--- src/common/tsac_cfg.svh ---
// Offsets, field positions, reset values and counts of the alert/standby block.
`ifndef TSAC_CFG_SVH
`define TSAC_CFG_SVH

// ============================================================
// Register offsets, read side
`define TSAC_RD_LOCAL_TEMP 8'h00
`define TSAC_RD_REMOTE_TEMP 8'h01
`define TSAC_RD_STATUS 8'h02
`define TSAC_RD_CONFIG 8'h03
`define TSAC_RD_LOCAL_HIGH 8'h05
`define TSAC_RD_LOCAL_LOW 8'h06
`define TSAC_RD_REMOTE_HIGH 8'h07
`define TSAC_RD_REMOTE_LOW 8'h08

// ============================================================
// Register offsets, write side
`define TSAC_WR_CONFIG 8'h09
`define TSAC_WR_LOCAL_HIGH 8'h0b
`define TSAC_WR_LOCAL_LOW 8'h0c
`define TSAC_WR_REMOTE_HIGH 8'h0d
`define TSAC_WR_REMOTE_LOW 8'h0e
`define TSAC_WR_ONE_SHOT 8'h0f

// ============================================================
// Field positions
`define TSAC_CFG_STANDBY_BIT 6
`define TSAC_ST_LOCAL_HIGH_BIT 6
`define TSAC_ST_LOCAL_LOW_BIT 5
`define TSAC_ST_REMOTE_HIGH_BIT 4
`define TSAC_ST_REMOTE_LOW_BIT 3
`define TSAC_ST_OPEN_BIT 2

// ============================================================
// Reset values and codes
`define TSAC_CONFIG_RST 8'h00
`define TSAC_HIGH_LIMIT_RST 8'h7f
`define TSAC_LOW_LIMIT_RST 8'hc9
`define TSAC_UNDERRANGE_CODE 8'h80
`define TSAC_TEMP_RST 8'h00

// ============================================================
// Cycles between conversion rounds in normal operation
`define TSAC_CONV_GAP_CYC 1000

`endif

--- src/common/tsac_pkg.sv ---
// Types shared by the alert/standby block.
package tsac_pkg;

    // Conversion sequencer states.
    typedef enum logic [1:0]
    {
        TSAC_IDLE,
        TSAC_LOCAL,
        TSAC_REMOTE
    } tsac_state_e;

    typedef logic [7:0] tsac_byte_t;

endpackage

--- src/design/tsac_limit_cmp.sv ---
// Signed window comparator for one temperature channel.
`timescale 1ns/1ns

module tsac_limit_cmp
    import tsac_pkg::*;
#(
    parameter int WIDTH = 8
)
(
    input wire logic [WIDTH-1:0] value_i,
    input wire logic [WIDTH-1:0] high_i,
    input wire logic [WIDTH-1:0] low_i,
    output logic over_o,
    output logic under_o
);

    // ============================================================
    // Comparison
    // Two's complement compare; equality to a limit is not a fault.
    // strict comparisons
    assign over_o = $signed(value_i) > $signed(high_i);
    assign under_o = $signed(value_i) < $signed(low_i);

endmodule

--- src/design/tsac_alert_standby.sv ---
// Alert, standby and sensor-fault control of a two-channel monitor.
`timescale 1ns/1ns
`include "tsac_cfg.svh"

// Function
// Pull alert low on any limit violation or open remote diode.
// Alert pin is open-drain: only drive low or release.
// Master reads alert response address when shared alert line falls.
// When alerting, acknowledge alert response read and return own address.
// Arbitration by the bus front end decides who answers; lowest wins.
// After answering, release alert only if the cause is gone.
// Master repeats alert response reads while shared line stays low.
// Standby when pin low or config bit 6 set; else normal.
// Entering standby aborts conversion without updating the value register.
// Register access keeps working in both standby modes.
// Pin standby blocks every conversion, one-shot included.
// One-shot write in software standby starts one two-channel conversion.
// Sample open-diode comparator at conversion start into status bit 2.
// Remote under-range reading is stored as 80h.
// Shorted remote alerts through the ordinary low-limit comparison.
// Host may clear an unused shorted channel by writing 80h low limit.
// High fault only when above limit, low fault only when below.
// One-shot data is not stored; device returns to standby after.
// Standby request is pin low OR config bit 6, continuously.
// Alert stays latched until an alert response read is answered.
module tsac_alert_standby
    import tsac_pkg::*;
#(
    parameter int CONV_GAP_CYC = `TSAC_CONV_GAP_CYC
)
(
    input wire logic clock_i,
    input wire logic sys_rst_i,
    input wire logic sleep_request_n_i,
    input wire logic [6:0] dev_addr_i,
    input wire logic reg_wr_i,
    input wire logic reg_rd_i,
    input wire logic [7:0] reg_addr_i,
    input wire logic [7:0] reg_wdata_i,
    output logic [7:0] reg_rdata_o,
    input wire logic ara_req_i,
    input wire logic ara_done_i,
    input wire logic ara_lost_i,
    output logic ara_ack_o,
    output logic [6:0] ara_addr_o,
    output logic adc_start_o,
    output logic adc_abort_o,
    output logic adc_remote_o,
    input wire logic adc_done_i,
    input wire logic [7:0] adc_data_i,
    input wire logic adc_underrange_i,
    input wire logic open_fault_i,
    output logic standby_o,
    output logic alert_o,
    output logic alert_oe_o
);
    localparam logic [15:0] GAP_LAST = 16'(CONV_GAP_CYC - 1);
    tsac_state_e state_reg, state_next;
    logic oneshot_run_reg, oneshot_run_next;
    logic [15:0] gap_cnt_reg, gap_cnt_next;
    logic start_reg, start_next, abort_reg, abort_next;
    tsac_byte_t local_temp_reg, local_temp_next;
    tsac_byte_t remote_temp_reg, remote_temp_next;
    logic open_flt_reg, open_flt_next, alert_reg, alert_next;
    tsac_byte_t cfg_reg, cfg_next, rdata_reg, rdata_next;
    tsac_byte_t lhigh_reg, lhigh_next, llow_reg, llow_next;
    tsac_byte_t rhigh_reg, rhigh_next, rlow_reg, rlow_next;
    logic [6:0] addr_reg, addr_next;
    logic addr_taken_reg, addr_taken_next;
    logic standby_req, pin_sleep, oneshot_ok;
    logic l_over, l_under, r_over, r_under, alert_cause;
    tsac_byte_t status_val;
    // ============================================================
    // Limit comparators on the stored readings
    // remote low compare
    tsac_limit_cmp #(.WIDTH(8)) u_cmp_local (
        .value_i(local_temp_reg),
        .high_i(lhigh_reg),
        .low_i(llow_reg),
        .over_o(l_over),
        .under_o(l_under)
    );
    tsac_limit_cmp #(.WIDTH(8)) u_cmp_remote (
        .value_i(remote_temp_reg),
        .high_i(rhigh_reg),
        .low_i(rlow_reg),
        .over_o(r_over),
        .under_o(r_under)
    );
    // ============================================================
    // Standby request and one-shot qualification
    // pin OR bit
    assign pin_sleep = ~sleep_request_n_i;
    // standby from either source
    assign standby_req = pin_sleep | cfg_reg[`TSAC_CFG_STANDBY_BIT];
    // pin blocks one-shot
    assign oneshot_ok = reg_wr_i & (reg_addr_i == `TSAC_WR_ONE_SHOT)
        & cfg_reg[`TSAC_CFG_STANDBY_BIT] & ~pin_sleep;
    // Status byte assembled from live limit flags and the sampled open-diode flag.
    always_comb
    begin
        status_val = 8'h00;
        status_val[`TSAC_ST_LOCAL_HIGH_BIT] = l_over;
        status_val[`TSAC_ST_LOCAL_LOW_BIT] = l_under;
        status_val[`TSAC_ST_REMOTE_HIGH_BIT] = r_over;
        status_val[`TSAC_ST_REMOTE_LOW_BIT] = r_under;
        status_val[`TSAC_ST_OPEN_BIT] = open_flt_reg;
    end
    // any fault raises alert
    assign alert_cause = l_over | l_under | r_over | r_under | open_flt_reg;
    // ============================================================
    // Conversion sequencer, next state
    always_comb
    begin
        state_next = state_reg;
        oneshot_run_next = oneshot_run_reg;
        gap_cnt_next = gap_cnt_reg;
        start_next = 1'b0;
        abort_next = 1'b0;
        local_temp_next = local_temp_reg;
        remote_temp_next = remote_temp_reg;
        open_flt_next = open_flt_reg;
        case (state_reg)
            TSAC_IDLE:
            begin
                // A one-shot has priority over the timed start.
                if (oneshot_ok || (!standby_req && gap_cnt_reg >= GAP_LAST))
                begin
                    // one-shot start
                    state_next = TSAC_LOCAL;
                    oneshot_run_next = oneshot_ok;
                    start_next = 1'b1;
                    gap_cnt_next = 16'h0000;
                    // sample open comparator
                    open_flt_next = open_fault_i;
                end
                else if (standby_req)
                    gap_cnt_next = 16'h0000;
                else
                    gap_cnt_next = gap_cnt_reg + 16'h0001;
            end
            TSAC_LOCAL, TSAC_REMOTE:
            begin
                if (pin_sleep || (standby_req && !oneshot_run_reg))
                begin
                    // abort without storing
                    state_next = TSAC_IDLE;
                    abort_next = 1'b1;
                    oneshot_run_next = 1'b0;
                end
                else if (adc_done_i && state_reg == TSAC_LOCAL)
                begin
                    local_temp_next = adc_data_i;
                    state_next = TSAC_REMOTE;
                    start_next = 1'b1;
                end
                else if (adc_done_i)
                begin
                    // under-range code
                    remote_temp_next = adc_underrange_i
                        ? `TSAC_UNDERRANGE_CODE : adc_data_i;
                    // back to standby
                    state_next = TSAC_IDLE;
                    oneshot_run_next = 1'b0;
                end
            end
            default:
                state_next = TSAC_IDLE;
        endcase
    end
    // ============================================================
    // Register file, next values
    // Writes are taken in every mode, so standby never locks the host out.
    always_comb
    begin
        cfg_next = cfg_reg;
        lhigh_next = lhigh_reg;
        llow_next = llow_reg;
        rhigh_next = rhigh_reg;
        rlow_next = rlow_reg;
        rdata_next = rdata_reg;
        // access in standby
        if (reg_wr_i)
        begin
            if (reg_addr_i == `TSAC_WR_CONFIG)
                cfg_next = reg_wdata_i;
            else if (reg_addr_i == `TSAC_WR_LOCAL_HIGH)
                lhigh_next = reg_wdata_i;
            else if (reg_addr_i == `TSAC_WR_LOCAL_LOW)
                llow_next = reg_wdata_i;
            else if (reg_addr_i == `TSAC_WR_REMOTE_HIGH)
                rhigh_next = reg_wdata_i;
            // low limit writable
            else if (reg_addr_i == `TSAC_WR_REMOTE_LOW)
                rlow_next = reg_wdata_i;
            // one-shot byte dropped
        end
        if (reg_rd_i)
        begin
            if (reg_addr_i == `TSAC_RD_LOCAL_TEMP)
                rdata_next = local_temp_reg;
            else if (reg_addr_i == `TSAC_RD_REMOTE_TEMP)
                rdata_next = remote_temp_reg;
            else if (reg_addr_i == `TSAC_RD_STATUS)
                rdata_next = status_val;
            else if (reg_addr_i == `TSAC_RD_CONFIG)
                rdata_next = cfg_reg;
            else if (reg_addr_i == `TSAC_RD_LOCAL_HIGH)
                rdata_next = lhigh_reg;
            else if (reg_addr_i == `TSAC_RD_LOCAL_LOW)
                rdata_next = llow_reg;
            else if (reg_addr_i == `TSAC_RD_REMOTE_HIGH)
                rdata_next = rhigh_reg;
            else if (reg_addr_i == `TSAC_RD_REMOTE_LOW)
                rdata_next = rlow_reg;
            else
                rdata_next = 8'h00;
        end
    end
    // ============================================================
    // Alert latch and device address capture, next values
    always_comb
    begin
        // hold until answered
        // release only if cleared
        // A new cause in the answering cycle keeps the alert set.
        alert_next = alert_cause
            | (alert_reg & ~(ara_done_i & ~ara_lost_i));
        addr_next = addr_reg;
        addr_taken_next = 1'b1;
        // Address straps are caught once, on the first edge after reset.
        if (!addr_taken_reg)
            addr_next = dev_addr_i;
    end
    // ============================================================
    // State registers
    always_ff @(posedge clock_i)
    begin
        if (sys_rst_i)
        begin
            state_reg <= TSAC_IDLE;
            oneshot_run_reg <= 1'b0;
            gap_cnt_reg <= 16'h0000;
            start_reg <= 1'b0;
            abort_reg <= 1'b0;
            local_temp_reg <= `TSAC_TEMP_RST;
            remote_temp_reg <= `TSAC_TEMP_RST;
            open_flt_reg <= 1'b0;
            alert_reg <= 1'b0;
            cfg_reg <= `TSAC_CONFIG_RST;
            lhigh_reg <= `TSAC_HIGH_LIMIT_RST;
            llow_reg <= `TSAC_LOW_LIMIT_RST;
            rhigh_reg <= `TSAC_HIGH_LIMIT_RST;
            rlow_reg <= `TSAC_LOW_LIMIT_RST;
            rdata_reg <= 8'h00;
            addr_reg <= 7'h00;
            addr_taken_reg <= 1'b0;
        end
        else
        begin
            state_reg <= state_next;
            oneshot_run_reg <= oneshot_run_next;
            gap_cnt_reg <= gap_cnt_next;
            start_reg <= start_next;
            abort_reg <= abort_next;
            local_temp_reg <= local_temp_next;
            remote_temp_reg <= remote_temp_next;
            open_flt_reg <= open_flt_next;
            alert_reg <= alert_next;
            cfg_reg <= cfg_next;
            lhigh_reg <= lhigh_next;
            llow_reg <= llow_next;
            rhigh_reg <= rhigh_next;
            rlow_reg <= rlow_next;
            rdata_reg <= rdata_next;
            addr_reg <= addr_next;
            addr_taken_reg <= addr_taken_next;
        end
    end
    // ============================================================
    // Outputs
    // answer when alerting
    // front end arbitrates
    assign ara_ack_o = ara_req_i & alert_reg;
    assign ara_addr_o = addr_reg;
    assign adc_start_o = start_reg;
    assign adc_abort_o = abort_reg;
    assign adc_remote_o = (state_reg == TSAC_REMOTE);
    assign standby_o = standby_req;
    assign reg_rdata_o = rdata_reg;
    // open-drain drive
    assign alert_o = 1'b0;
    assign alert_oe_o = alert_reg;
endmodule

--- config.mk ---
export PLATFORM = sky130hd
export DESIGN_NAME = tsac_alert_standby
export DESIGN_NICKNAME = d
export VERILOG_FILES = /design/src/common/tsac_pkg.sv /design/src/design/tsac_limit_cmp.sv /design/src/design/tsac_alert_standby.sv
export VERILOG_INCLUDE_DIRS = /design/src /design/src/common
export SDC_FILE = /design/constraint.sdc
export NUM_CORES = 1
export LEC_CHECK = 0
export ABC_AREA = 0
export ABC_CLOCK_PERIOD_IN_PS = 3800
export BUFFER_PORTS_ARGS = -buffer_cell sky130_fd_sc_hd__buf_4
export CORE_AREA = 8 8 126 93
export DETAILED_ROUTE_END_ITERATION = 8
export DIE_AREA = 0 0 134 101
export MAX_ROUTING_LAYER = met4
export PLACE_DENSITY = 0.75
export SLEW_MARGIN = 15
export SYNTH_ARGS = -nofsm -noshare
export SYNTH_HDL_FRONTEND = slang
export SYNTH_SLANG_ARGS = --single-unit
--- constraint.sdc ---
create_clock -name clock_i -period 3.8 [get_ports clock_i]
set_input_delay 0.76 -clock clock_i [delete_from_list [all_inputs] [get_ports clock_i]]
set_output_delay 0.76 -clock clock_i [all_outputs]
set_load 0.01 [all_outputs]
## After elaboration in Yosys (flattened, before gate mapping)

Cells that the tools add are included.

| cells by class | value |
|---|---|
| reductions and logical operators | 22 |
| mux-type cells | 27 |
| magnitude comparators | 5 |
| add/sub/neg operators | 1 |
| bitwise gates (word level) | 22 |
| eq/ne operators | 19 |

Operator list:

| kind | number |
|---|---|
| $mux 8 | 9 |
| $eq 8x4->1 const B | 7 |
| $mux 16 | 2 |
| $eq 8x3->1 const B | 3 |
| $add 16x1->16 const B | 1 |
| $eq 8x2->1 const B | 2 |
| $ge 16x10->1 const B | 1 |
| $gt 8x8->1 | 2 |
| $lt 8x8->1 | 2 |
| $reduce_and 4->1 | 3 |
| $not 1->1 | 10 |
| $mux 1 | 9 |
| $eq 8x1->1 const B | 1 |
| $logic_not 8->1 | 1 |
| $mux 2 | 4 |
| $and 1x1->1 | 6 |
| $ne 3x3->1 const B | 2 |
| $or 1x1->1 | 6 |
| $reduce_and 2->1 | 3 |
| $reduce_and 3->1 | 2 |
| $reduce_and 6->1 | 1 |
| $reduce_and 5->1 | 1 |
| $ne 4x4->1 const B | 1 |
| $pmux 1 s2 | 2 |
| 10 further kinds | 15 |

| storage, ports and cells | value |
|---|---|
| bits of input ports | 42 |
| output and inout port bits | 22 |
| register bits | 95 |
| word-level logic and storage cells | 113 |

## Longest topological paths before layout

| depth | value |
|---|---|
| word-level depth | 9 |
| depth in mapped cells | 8 |
| depth with buffers taken out | 7 |

## Modules after synthesis

From an unflattened synthesis, not the netlist that was laid out.

| second synthesis, totals | value |
|---|---|
| cells, all modules | 622 |
| area, all modules | 5165.0 µm² |

By module, submodules not included:

| module | area each (µm²) | cells each | sequential area each (µm²) | times used |
|---|---|---|---|---|
| tsac_alert_standby | 4389.2 | 510 | 1901.8 | 1 |
| tsac_limit_cmp | 387.9 | 56 | 0.0 | 2 |

## Worst setup path after synthesis

No wires, ideal clock.

| path | value |
|---|---|
| path kind | input port to flip-flop |
| start point | in reg_addr_i[5] |
| end point | reg oneshot_run_reg |
| data arrival time | 2.743 ns |
| stages | 7 |
| setup slack | 0.939 ns |
| buffers on the path | 2 |
| setup time | 0.118 ns |
| cell sequence | or4_4 > buf_6 > or3_1 > buf_2 > o221a_4 > or4_4 > mux2i_1 |

| between the ends | value |
|---|---|
| cells in the longest elaborated chain, start to end | 7 |

Ends and longest elaborated chain:

| element | RTL line | source |
|---|---|---|
| start: declaration | tsac_alert_standby.sv:38 | `input wire logic [7:0] reg_addr_i,` |
| $eq 8x4->1 (no source line) (*) | - |  |
| $and 1x1->1 (*) (3 in series) | tsac_alert_standby.sv:97 | `` assign oneshot_ok = reg_wr_i & (reg_addr_i == `TSAC_WR_ONE_SHOT) `` |
| $logic_or 1x1->1 | tsac_alert_standby.sv:127 | `if (oneshot_ok \|\| (!standby_req && gap_cnt_reg >= GAP_LAST))` |
| $ne 2x2->1 (no source line) | - |  |
| $reduce_and 4->1 (no source line) | - |  |
| end signal: assignment | tsac_alert_standby.sv:262 | `oneshot_run_reg <= oneshot_run_next;` |
| end: declaration | tsac_alert_standby.sv:59 | `logic oneshot_run_reg, oneshot_run_next;` |

Mark *: on every way between the ends. The rest lies on a longest branch, timed or not. The select of a mux whose other input is x is not followed.
A chain may end at the register's enable or synchronous reset.

## Worst setup path in the final report

Ends and elaborated chain as after synthesis.

==> metrics.md <==
| Metric | Value |
|---|---|
| Max-capacitance violation count | `0` |
| Seq cells post-synth | `95` |
| Via Count | `4740` |
| Clock skew | `0.00566 ns` |
| Fin cells | `805` |
| Synth Cell Area | `5230 um2` |
| Post-DP HPWL | `11.8 mm` |
| Sequential area share after synthesis | `36.3%` |
| Die Height | `101 um` |
| Post-Route Setup TNS | `0 ns` |
| CP Launch Type | `primary input` |
| Lkg Pwr | `2.50 nW` |
| Adder-Cell Fraction of Synth Area | `8.37%` |
| Grt ovf | `0` |
| Initial antenna violation count | `0` |
| Die footprint | `13500 um2` |
| Crit path time final | `2.75 ns` |
| Layout cell share with drive strength beyond 1 | `15.3%` |
| H-tree levels | `3` |
| EDFF count, synth | `0` |
| Async SR Flop Fraction | `0%` |
| Final period utilization | `72.3%` |
| Area Overhead vs Synth | `16.1%` |
| Syn Inst Count | `623` |
| Slew HR | `42.2%` |
| Final WL | `15.4 mm` |
| Clock power frac | `43.8%` |
| Final core utilization | `61.4%` |
| Antenna viol nets, final | `0` |
| Slew Viols, Final | `0` |
| Hold-fix buffers at CTS | `0` |
| Largest net degree at the start of global routing | `59` |
| Commonest non-fill, non-tap cell in the layout | `dfxtp_1` |
| Main combinational cell family by area after synthesis | `simple AND/OR/NAND/NOR gates` |
| Diodes inserted | `0` |
| Status | `finished clean` |
| Comb pwr share | `7.4%` |
| Critical Path Sink Type | `flop` |
| Yosys Warn Count | `0` |
| Io pins | `64` |
| CTS Buf Count | `9` |
| XOR/XNOR share of the synthesized area | `0.335%` |
| Dpl ws | `0.709 ns` |
| Sw frac | `23.0%` |
| Drt drc | `0` |
| Sequential power share | `48.8%` |
| Fin worst setup slack | `1.05 ns` |
| Max FFs per register | `16` |
| Post-Syn Area per Cell | `8.40 um2` |
| VDD IR max | `0.000275 V` |
| Vias in the first global route | `4480` |
| Pwr per Cell Area | `341 nW/um2` |
| Num rows | `31` |
| Unrepaired setup endpoints after global routing | `no` |
| Most frequent cells in the layout | `dfxtp_1 (95), buf_4 (69), nor2_1 (57), nand2_1 (57), inv_1 (46)` |
| FILL cells | `868` |
| CTS sink cnt | `95` |
| # nets final | `745` |
| Simple-gate portion of the synthesized area | `20.8%` |
| Smallest hold slack | `0.462 ns` |
| Main synth FF type | `dfxtp_1` |
| Clock Tree Buf Depth | `2` |
| WL per Instance | `19.2 um` |
| CTS tree | `built` |
| Mux contribution to synthesized area | `8.89%` |
| Crit Path Category | `in -> reg` |
| IO Port Bufs | `62` |
| Cts repair resizes | `0` |
| Clock latency on the worst-skew pair | `0.35 ns` |
| Drt initial violations | `500` |
| Final setup viols | `0` |
| Critical Path RT | `4.04 ns` |
| Worst hold path type | `reg -> reg` |
| Placed Cells incl. Taps | `789` |
| Fmax | `364 MHz` |
| Post-CTS setup buffers | `0` |
| Starting Density | `52.9%` |
| Routed vias/inst | `5.89` |
| Clock-pin transition on the worst setup and hold timing paths | `0.07 ns` |
| GR Util All Layers | `23.8%` |
| GP Congestion | `0.977` |
| Synth Area in Compound Gates | `19.1%` |
| Net Count, Synth | `700` |
| Least-Margin Pin Slew | `0.859 ns` |
| Final Hold Viols | `0` |
| First-pass DRT Iterations | `6` |
| Switch Pwr | `0.000477 W` |
| Netlist cell types | `64` |
| Die X | `134 um` |
| Core ar. | `9890 um2` |
| Clock root cell | `clkbuf_16` |
| CP max FO | `16` |
| Critical path arrival | `2.98 ns` |
| Global-route wire length before repair | `24.5 mm` |
| Internal | `0.00159 W` |
per-layer routing:
metal,share of wire (%),global-route usage (%)
met1,47,31.7
met2,41,33.1
met3,11,8.37
met4,1.8,6.45
met5,0,-
cells in the mapped netlist (4+ instances only):
master     n  area, um2
dfxtp_1   95       1900
o211ai_1  21        158
nand3_1   17       85.1
inv_1     46        173
nand3b_1  11       82.6
nand2_1   57        214
nor3_1     6       30.0
nor4_1     6       37.5
a21oi_1   39        195
nand2b_1  13       81.3
o31ai_1    5       37.5
and2_1    10       62.6
and3_1     6       37.5
ha_1      35        438
buf_1      5       18.8
nor2_1    57        214
mux2i_1   42        420
mux2_2     4       45.0
o21ai_0   31        155
a211oi_1   9       67.6
nand4_1    6       37.5
clkbuf_1  25       93.8
nor2b_1    4       25.0
a22o_1     6       52.6
kinds of logic after synthesis:
kind of cell,count (synthesis)
other,1
buffers and inverters,81
and+or+nand+nor,213
DFF,95
adders and majority gates,35
AOI/OAI and AO/OA,150
muxes,46
xor gates and xnor gates,2
power groups by stage:
stage               combinational, W  clock (W)  sequential (W)
floorplan                  0.0000755          0         0.00103
global placement            0.000150          0         0.00103
detailed placement          0.000152          0         0.00103
CTS                         0.000152   0.000925         0.00101
global route                0.000166   0.000963         0.00101
finish                      0.000153   0.000905         0.00101
critical path, cell delays in order:
cell and delay [ns]:
buf_4 0.11, or4_4 0.65, or3_1 0.52, o221a_4 0.30, or4_4 0.51, mux2i_1 0.13
path summary, 6_finish.rpt:
check / from / endpoint / slack, ns / depth (start not counted)
hold reg to reg: gap_cnt_reg[14] / gap_cnt_reg[14] / 0.46 / 1
setup reg to reg: lhigh_reg[7] / reg_rdata_o[6] / 1.16 / 6
hold / removal: gap_cnt_reg[14] / gap_cnt_reg[14] / 0.46 / 1
setup / recovery: reg_addr_i[5] / oneshot_run_reg / 1.05 / 6
through the flow:
stage               total power, W  cell area [um2]
detailed placement         0.00118             5780
global route               0.00214             6070
CTS                        0.00209             6070
floorplan                  0.00111             5230
finish                     0.00207             6070
global placement           0.00118             5780
cell type report:
type / count / area, um2 / area share [%]
Multi-Input combinational cell: 447 / 3020 / 49.7
Sequential cell: 95 / 1900 / 31.3
Timing Repair Buffer: 69 / 518 / 8.53
Clock buffer: 10 / 239 / 3.93
Inverter: 46 / 173 / 2.84
Tap cell: 132 / 165 / 2.72
Clock inverter: 6 / 58.8 / 0.968
Note: power is estimated with default switching activity, not from simulation.
